[src/inc/pll_clock_map.vh]
/*
 Register offsets, field positions, reset values and counts for the
 PLL base clock selector. Assumes byte addressing on a 32-bit AXI4-Lite bus.
*/
`ifndef PLL_CLOCK_MAP_VH
`define PLL_CLOCK_MAP_VH

// ***********************
// Register byte offsets
// ***********************
`define OFS_PLL_CONTROL 5'h00
`define OFS_BANDWIDTH_CONTROL 5'h04
`define OFS_VCO_RANGE 5'h08
`define OFS_REF_DIVIDER 5'h0C
`define OFS_MULTIPLIER 5'h10

// ***********************
// Control register fields
// ***********************
`define BIT_INT_ENABLE 7
`define BIT_INT_FLAG 6
`define BIT_PLL_ENABLE 5
`define BIT_BASE_SELECT 4
`define BIT_PRESCALER_HI 3
`define BIT_PRESCALER_LO 2
`define BIT_RANGE_HI 1
`define BIT_RANGE_LO 0

// ***********************
// Bandwidth register fields
// ***********************
`define BIT_AUTO_BW 0
`define BIT_SETTLED 1

// ***********************
// Reset values
// ***********************
`define RST_VCO_RANGE 8'h40
`define RST_REF_DIVIDER 4'h1
`define RST_MULTIPLIER 12'h040

// ***********************
// Transition and bus codes
// ***********************
`define TRANS_EDGES 2'h3
`define RESP_OKAY 2'h0
`define RESP_SLVERR 2'h2

`endif

[src/rtl/pll_base_clock_selector.v]
/*
 PLL control register file and glitch-free base clock selector.
 Assumes osc_clock, divided_vco_clock and vcoLock are synchronous inputs
 sampled by sys_clk, and both sources run well below sys_clk / 2.
*/
// Local design decisions: the AXI4-Lite register port and the register addresses.
// Summary of operation
// Reference divider or multiplier of zero acts exactly like one.
// Zero VCO range disables the PLL and blocks VCO selection.
// Source change waits three old and three new edges, output held.
// Transition output is divided by two for 50 percent duty.
// Select one drives VCO clock halved, zero drives oscillator halved.
// Base select cannot be set while PLL is off.
// PLL cannot be switched off while base select is one.
// One write cannot both switch PLL and change base select.
// Interrupt enable refuses writes and reads zero in manual mode; reset clears.
// Flag sets on every settled change; interrupt when flag and enable.
// Flag reads zero in manual bandwidth mode.
// Any control register read clears the flag; reset clears it.
// Reset turns PLL on and selects the oscillator clock.
// Prescaler bits pick 1,2,4,8; locked while PLL on; reset clears.
// Range bits pick 1,2,4; locked while PLL on; reset clears.
// Software never programs range value three.
// Base clock output is 50 percent duty at half the selected source rate.
// Reference clock is a buffered copy of the oscillator clock.
// Auto bandwidth bit is read/write, reset clears, one means automatic.
// Settled flag shows lock in automatic mode, reads zero otherwise.
// Writing zero range disables PLL and clears base select; VCO range writes are ignored while PLL enable is set.
// Each source passes a synchroniser so no runt pulse appears.
// A lock change in the clearing read cycle keeps the flag set.
`timescale 1ns/1ps
`include "pll_clock_map.vh"

module pll_base_clock_selector (
   input wire sys_clk,
   input wire rst,
   input wire osc_clock,
   input wire divided_vco_clock,
   input wire vcoLock,
   output wire ref_clock,
   output reg base_clock_out,
   output wire pll_interrupt,
   output wire pllPowerOn,
   output wire [1:0] prescalerCode,
   output wire [1:0] vcoPowerCode,
   output wire [7:0] vcoRangeValue,
   output wire [3:0] refDivEffective,
   output wire [11:0] multEffective,
   input wire [4:0] s_axi_awaddr,
   input wire s_axi_awvalid,
   output wire s_axi_awready,
   input wire [31:0] s_axi_wdata,
   input wire [3:0] s_axi_wstrb,
   input wire s_axi_wvalid,
   output wire s_axi_wready,
   output reg [1:0] s_axi_bresp,
   output reg s_axi_bvalid,
   input wire s_axi_bready,
   input wire [4:0] s_axi_araddr,
   input wire s_axi_arvalid,
   output wire s_axi_arready,
   output reg [31:0] s_axi_rdata,
   output reg [1:0] s_axi_rresp,
   output reg s_axi_rvalid,
   input wire s_axi_rready
);

   localparam ST_RUN = 1'b0;
   localparam ST_SWITCH = 1'b1;

   reg pll_int_enable;
   reg pll_int_flag;
   reg pll_enable;
   reg base_clock_select;
   reg [1:0] prescaler_bits;
   reg [1:0] vco_power_range_bits;
   reg auto_bw_select;
   reg [7:0] vco_range_reg;
   reg [3:0] refDivider;
   reg [11:0] multiplier;
   reg lockSample;
   reg settledLast;
   reg [2:0] oscSync;
   reg [2:0] vcoSync;
   reg state;
   reg activeSelect;
   reg [1:0] oldEdges;
   reg [1:0] newEdges;

   wire freq_settled_flag;
   wire settledChange;
   wire oscEdge;
   wire vcoEdge;
   wire oldEdge;
   wire newEdge;
   wire wrFire;
   wire rdFire;
   wire wrLane0;
   wire [7:0] wByte;
   wire pllChangeReq;
   wire rangeZero;
   wire ctlRead;

   // ***********************
   // Bus handshakes
   // ***********************
   assign s_axi_awready = s_axi_awvalid & s_axi_wvalid & ~s_axi_bvalid;
   assign s_axi_wready = s_axi_awready;
   assign wrFire = s_axi_awready;
   assign s_axi_arready = ~s_axi_rvalid;
   assign rdFire = s_axi_arvalid & s_axi_arready;
   assign wrLane0 = wrFire & s_axi_wstrb[0];
   assign wByte = s_axi_wdata[7:0];
   assign ctlRead = rdFire & (s_axi_araddr[4:2] == `OFS_PLL_CONTROL >> 2);

   always @(posedge sys_clk or posedge rst) begin
      if (rst) begin
         s_axi_bvalid <= 1'b0;
         s_axi_bresp <= `RESP_OKAY;
      end else if (wrFire) begin
         s_axi_bvalid <= 1'b1;
         if (s_axi_awaddr[4:2] > (`OFS_MULTIPLIER >> 2))
            s_axi_bresp <= `RESP_SLVERR;
         else
            s_axi_bresp <= `RESP_OKAY;
      end else if (s_axi_bready) begin
         s_axi_bvalid <= 1'b0;
      end
   end

   // ***********************
   // Status inputs
   // ***********************
   assign freq_settled_flag = auto_bw_select & lockSample;
   assign settledChange = freq_settled_flag != settledLast;

   always @(posedge sys_clk or posedge rst) begin
      if (rst) begin
         lockSample <= 1'b0;
         settledLast <= 1'b0;
      end else begin
         lockSample <= vcoLock;
         settledLast <= freq_settled_flag;
      end
   end

   // ***********************
   // Control register writes
   // ***********************
   assign rangeZero = vco_range_reg == 8'h00;
   assign pllChangeReq = wByte[`BIT_PLL_ENABLE] != pll_enable;

   always @(posedge sys_clk or posedge rst) begin
      if (rst) begin
         pll_int_enable <= 1'b0;
         pll_enable <= 1'b1;
         base_clock_select <= 1'b0;
         prescaler_bits <= 2'h0;
         vco_power_range_bits <= 2'h0;
      end else begin
         if (!auto_bw_select)
            pll_int_enable <= 1'b0;
         else if (wrLane0 && s_axi_awaddr[4:2] == (`OFS_PLL_CONTROL >> 2))
            pll_int_enable <= wByte[`BIT_INT_ENABLE];
         if (wrLane0 && s_axi_awaddr[4:2] == (`OFS_PLL_CONTROL >> 2)) begin
            if (pllChangeReq && !(pll_enable && base_clock_select))
               pll_enable <= wByte[`BIT_PLL_ENABLE];
            if (!pllChangeReq) begin
               if (!wByte[`BIT_BASE_SELECT])
                  base_clock_select <= 1'b0;
               else if (pll_enable && !rangeZero)
                  base_clock_select <= 1'b1;
            end
            if (!pll_enable) begin
               prescaler_bits <= wByte[`BIT_PRESCALER_HI:`BIT_PRESCALER_LO];
               vco_power_range_bits <= wByte[`BIT_RANGE_HI:`BIT_RANGE_LO];
            end
         end
         if (rangeZero)
            base_clock_select <= 1'b0;
      end
   end

   // ***********************
   // Lock change flag
   // ***********************
   always @(posedge sys_clk or posedge rst) begin
      if (rst)
         pll_int_flag <= 1'b0;
      else if (!auto_bw_select)
         pll_int_flag <= 1'b0;
      else if (settledChange)
         pll_int_flag <= 1'b1;
      else if (ctlRead)
         pll_int_flag <= 1'b0;
   end

   assign pll_interrupt = pll_int_flag & pll_int_enable;

   // ***********************
   // Other registers
   // ***********************
   always @(posedge sys_clk or posedge rst) begin
      if (rst) begin
         auto_bw_select <= 1'b0;
         vco_range_reg <= `RST_VCO_RANGE;
         refDivider <= `RST_REF_DIVIDER;
         multiplier <= `RST_MULTIPLIER;
      end else if (wrFire) begin
         case (s_axi_awaddr[4:2])
            (`OFS_BANDWIDTH_CONTROL >> 2): begin
               if (s_axi_wstrb[0])
                  auto_bw_select <= wByte[`BIT_AUTO_BW];
            end
            (`OFS_VCO_RANGE >> 2): begin
               if (s_axi_wstrb[0] && !pll_enable)
                  vco_range_reg <= wByte;
            end
            (`OFS_REF_DIVIDER >> 2): begin
               if (s_axi_wstrb[0] && !pll_enable)
                  refDivider <= wByte[3:0];
            end
            (`OFS_MULTIPLIER >> 2): begin
               if (!pll_enable) begin
                  if (s_axi_wstrb[0])
                     multiplier[7:0] <= wByte;
                  if (s_axi_wstrb[1])
                     multiplier[11:8] <= s_axi_wdata[11:8];
               end
            end
            default: begin
            end
         endcase
      end
   end

   assign refDivEffective = (refDivider == 4'h0) ? 4'h1 : refDivider;
   assign multEffective = (multiplier == 12'h000) ? 12'h001 : multiplier;
   assign pllPowerOn = pll_enable & ~rangeZero;
   assign prescalerCode = prescaler_bits;
   assign vcoPowerCode = vco_power_range_bits;
   assign vcoRangeValue = vco_range_reg;
   assign ref_clock = osc_clock;

   // ***********************
   // Register reads
   // ***********************
   always @(posedge sys_clk or posedge rst) begin
      if (rst) begin
         s_axi_rvalid <= 1'b0;
         s_axi_rdata <= 32'h00000000;
         s_axi_rresp <= `RESP_OKAY;
      end else if (rdFire) begin
         s_axi_rvalid <= 1'b1;
         s_axi_rresp <= `RESP_OKAY;
         s_axi_rdata <= 32'h00000000;
         case (s_axi_araddr[4:2])
            (`OFS_PLL_CONTROL >> 2):
               s_axi_rdata[7:0] <= {pll_int_enable, pll_int_flag & auto_bw_select,
                                    pll_enable, base_clock_select, prescaler_bits, vco_power_range_bits};
            (`OFS_BANDWIDTH_CONTROL >> 2): begin
               s_axi_rdata[`BIT_AUTO_BW] <= auto_bw_select;
               s_axi_rdata[`BIT_SETTLED] <= freq_settled_flag;
            end
            (`OFS_VCO_RANGE >> 2):
               s_axi_rdata[7:0] <= vco_range_reg;
            (`OFS_REF_DIVIDER >> 2):
               s_axi_rdata[3:0] <= refDivider;
            (`OFS_MULTIPLIER >> 2):
               s_axi_rdata[11:0] <= multiplier;
            default:
               s_axi_rresp <= `RESP_SLVERR;
         endcase
      end else if (s_axi_rready) begin
         s_axi_rvalid <= 1'b0;
      end
   end

   // ***********************
   // Source synchronisers
   // ***********************
   always @(posedge sys_clk or posedge rst) begin
      if (rst) begin
         oscSync <= 3'h0;
         vcoSync <= 3'h0;
      end else begin
         oscSync <= {oscSync[1:0], osc_clock};
         vcoSync <= {vcoSync[1:0], divided_vco_clock};
      end
   end

   assign oscEdge = oscSync[1] & ~oscSync[2];
   assign vcoEdge = vcoSync[1] & ~vcoSync[2];
   assign oldEdge = activeSelect ? vcoEdge : oscEdge;
   assign newEdge = activeSelect ? oscEdge : vcoEdge;

   // ***********************
   // Transition control and halving
   // ***********************
   always @(posedge sys_clk or posedge rst) begin
      if (rst) begin
         state <= ST_RUN;
         activeSelect <= 1'b0;
         oldEdges <= 2'h0;
         newEdges <= 2'h0;
         base_clock_out <= 1'b0;
      end else begin
         case (state)
            ST_RUN: begin
               if (base_clock_select != activeSelect) begin
                  state <= ST_SWITCH;
                  oldEdges <= 2'h0;
                  newEdges <= 2'h0;
               end else if (oldEdge) begin
                  base_clock_out <= ~base_clock_out;
               end
            end
            ST_SWITCH: begin
               if (oldEdge && oldEdges != `TRANS_EDGES)
                  oldEdges <= oldEdges + 2'h1;
               if (newEdge && newEdges != `TRANS_EDGES)
                  newEdges <= newEdges + 2'h1;
               if (oldEdges == `TRANS_EDGES && newEdges == `TRANS_EDGES) begin
                  activeSelect <= ~activeSelect;
                  state <= ST_RUN;
               end
            end
            default: state <= ST_RUN;
         endcase
      end
   end

endmodule

[config.mk]
export PLATFORM = sky130hd
export DESIGN_NAME = pll_base_clock_selector
export DESIGN_NICKNAME = d
export VERILOG_FILES = /design/src/rtl/pll_base_clock_selector.v
export VERILOG_INCLUDE_DIRS = /design/src /design/src/inc
export SDC_FILE = /design/constraint.sdc
export NUM_CORES = 1
export LEC_CHECK = 0
export BUFFER_PORTS_ARGS = -buffer_cell sky130_fd_sc_hd__clkbuf_2
export CORE_MARGIN = 8
export CORE_UTILIZATION = 48
export DETAILED_ROUTE_END_ITERATION = 10
export GPL_TIMING_DRIVEN = 0
export PLACE_DENSITY = 0.88
export REMOVE_ABC_BUFFERS = 1
export SYNTH_ARGS = -nofsm -noshare
export SYNTH_HDL_FRONTEND = slang
export SYNTH_SLANG_ARGS = --single-unit
[constraint.sdc]
create_clock -name sys_clk -period 2.2 [get_ports sys_clk]
set_clock_uncertainty 0.05 [all_clocks]
set_input_delay 0.33 -clock sys_clk [delete_from_list [all_inputs] [get_ports sys_clk]]
set_output_delay 0.33 -clock sys_clk [all_outputs]
set_load 0.02 [all_outputs]
==> impl_metrics.json <==
{
  "overflow": 0,
  "pwr_density_cell_nw_per_um2": 927,
  "critPathCaptureType": "output port",
  "placement.cell_area_um2": 3450,
  "critical_path_class": "flip-flop to output port",
  "crit_buf_inv": 1,
  "drt_pass1_iterations": 4,
  "syn_to_final_growth_pct": 17.6,
  "die_area_um2": 9360,
  "synthDistinctLibCells": 55,
  "cp.required_ps": 1820,
  "power.total_mw": 3.41,
  "cts_tree": "done",
  "yosys_warnings": 0,
  "die_w_um": 96.7,
  "dp.final_hpwl_um": 5640,
  "place.gp.congestion": 0.930,
  "drc": 0,
  "drive_gt1_frac": 0.414,
  "cts_buffers": 9,
  "finalCritPeriodShare": 0.891,
  "max-slew-margin-rel": 0.554,
  "critPathLaunchType": "flip-flop",
  "worst_path_max_delay_cell": "nor4_1",
  "synthTopCellsByCount": "60 x dfrtp_1, 30 x mux2_2, 25 x buf_4",
  "synth-edff-count": 0,
  "pre_cts_slack_ps": 543,
  "cts.sinks": 64,
  "critPathArrivalTime_ps": 1580,
  "setup_violations": 0,
  "routed_via_density": 5.39,
  "synth.area.top_cells": "dfrtp_1 48%, mux2_2 11%, buf_4 6.0%",
  "initial_utilization": 0.496,
  "grt_max_degree": 41,
  "fillerInstances": 530,
  "port_buffers": 80,
  "irDropWorstVdd_v": 0.000444,
  "avgSynthCellArea_um2": 11.8,
  "antenna_left": 0,
  "vias": 2237,
  "placed_cells": 398,
  "setup_ws_ps": 240,
  "utilization": 0.583,
  "syn_area_um2": 3130,
  "worst_pin_slew_ps": 669,
  "clk_pin_slew_worst_paths_ps": 70,
  "h-tree-depth": 3,
  "diodes": 0,
  "layout.cells.non_filler": 415,
  "status": "complete, no violations",
  "critPathTopFamily": "simple AND/OR/NAND/NOR gates",
  "hold_violations": 0,
  "post_cts_buffers": 0,
  "critical_path.cell_chain": "nor4_1 > a21boi_0 > clkbuf_2",
  "cts_resized": 0,
  "hold_class": "input port to flip-flop",
  "clk_path_buf_depth": 2,
  "grt.total_usage": 0.158,
  "max_freq_mhz": 510,
  "rows": 29,
  "yosys.area.top_type": "dfrtp_1",
  "tns_ps": 0,
  "worstPathMaxFanout": 4,
  "totalWireLength_um": 7400,
  "rsz0062_at_grt": "false",
  "grt_antenna_before_repair": 0,
  "synth_top_area_share": 0.480,
  "wl_per_cell_um": 17.8,
  "coreArea_um2": 6310,
  "p_leak_nw": 1.88,
  "period_minus_slack_ps": 1960,
  "grt_pass1_vias": 2257,
  "yosys.cell_count.top_type": "dfrtp_1",
  "clock_latency_ps": 340,
  "synthCells": 266,
  "synth_seq_cells": 64,
  "first_iter_violations": 106,
  "nNetsFinal": 391,
  "max-cap-violations": 0,
  "stdcell_area_um2": 3680,
  "ys_seq_area_frac": 0.513,
  "synth-async-reset-ratio": 1.00,
  "grt_pass1_wl_um": 11900,
  "die_h_um": 96.7,
  "synthFlopType": "dfrtp_1",
  "cp_slowest_stage_delay_ps": 450,
  "hold_ws_ps": 41.9,
  "io_pins": 129,
  "cts_root_buffer": "clkbuf_8",
  "slew_viol_final": 0
}
cell families (layout without fill, tap and decap cells):
group,count (synthesis),in the layout,share of synthesized area
buffers and inverters,54,105,0.0968
adders and majority gates,2,2,0.00800
muxes,40,40,0.140
xor gates and xnor gates,5,5,0.0140
and+or+nand+nor,54,54,0.119
DFF,64,64,0.513
other,1,22,0.00120
AOI/OAI and AO/OA,46,46,0.108
repair_timing:
action | CTS | global route
hold buffers | 1 | 0
setup endpoints to repair | 0 | 0
endpoints found under the hold margin | 21 | 0
layout make-up:
| type | count | area [um2] | share of cell area |
|---|---|---|---|
| flip-flops and latches | 64 | 1610 | 0.437 |
| multi-input cells | 169 | 1300 | 0.353 |
| repair buffers | 82 | 430 | 0.117 |
| clock buffers | 9 | 124 | 0.0337 |
| clock inverters | 7 | 96.3 | 0.0262 |
| well taps | 77 | 96.3 | 0.0262 |
| inverters | 7 | 26.3 | 0.00714 |
power breakdown:
part,internal [mW],switching (mW)
clock network,0.639,0.467
logic,0.309,0.485
registers,1.35,0.161
total,2.30,1.11
registers in the layout, indices dropped and copies added, names as in the netlist, 2 cells and up:
register,flops
refDivider,4
vcoPowerCode,2
prescalerCode,2
multiplier,12
oldEdges,2
s_axi_rdata,12
newEdges,2
vcoRangeValue,8
vcoSync,3
oscSync,3
worst paths after layout:
| kind | from | endpoint | slack (ps) | depth (start not counted) |
|---|---|---|---|---|
| setup / recovery | vcoRangeValue[0] | pllPowerOn | 240 | 3 |
| hold / removal | vcoLock | lockSample | 40 | 1 |
| min in group asynchronous | rst | state | 530 | 3 |
| setup reg to reg | s_axi_bvalid | multiplier[1] | 550 | 4 |
| max in group asynchronous | rst | refDivider[0] | 920 | 4 |
| hold reg to reg | vcoSync[0] | vcoSync[1] | 300 | 0 |
placed cells by master, fill, tap and decap left out, drive strengths merged, types with 3 or more instances in the layout:
cell,Yosys,routed
a31oi,4,4
xnor2,4,4
o2bb2ai,3,3
nor4,5,5
clkbuf,17,89
nor2b,5,5
a21boi,4,4
nand2,3,3
nand3,5,5
nand3b,3,3
mux2,30,30
mux2i,10,10
nor3,3,3
nor2,7,7
dfrtp,60,60
nor3b,3,3
conb,1,22
inv,7,7
clkinv,0,5
and2,3,3
a22o,8,8
o21ai,11,11
and3b,3,3
dfstp,4,4
layer usage:
layer | GRT usage | vias up | share of wire
li1 | - | 1037 | -
met1 | 0.196 | 1099 | 0.44
met2 | 0.242 | 89 | 0.47
met3 | 0.0420 | 12 | 0.059
met4 | 0.0888 | 0 | 0.025
met5 | 0 | - | 0
No activity file was read; power rests on OpenSTA's default activity.
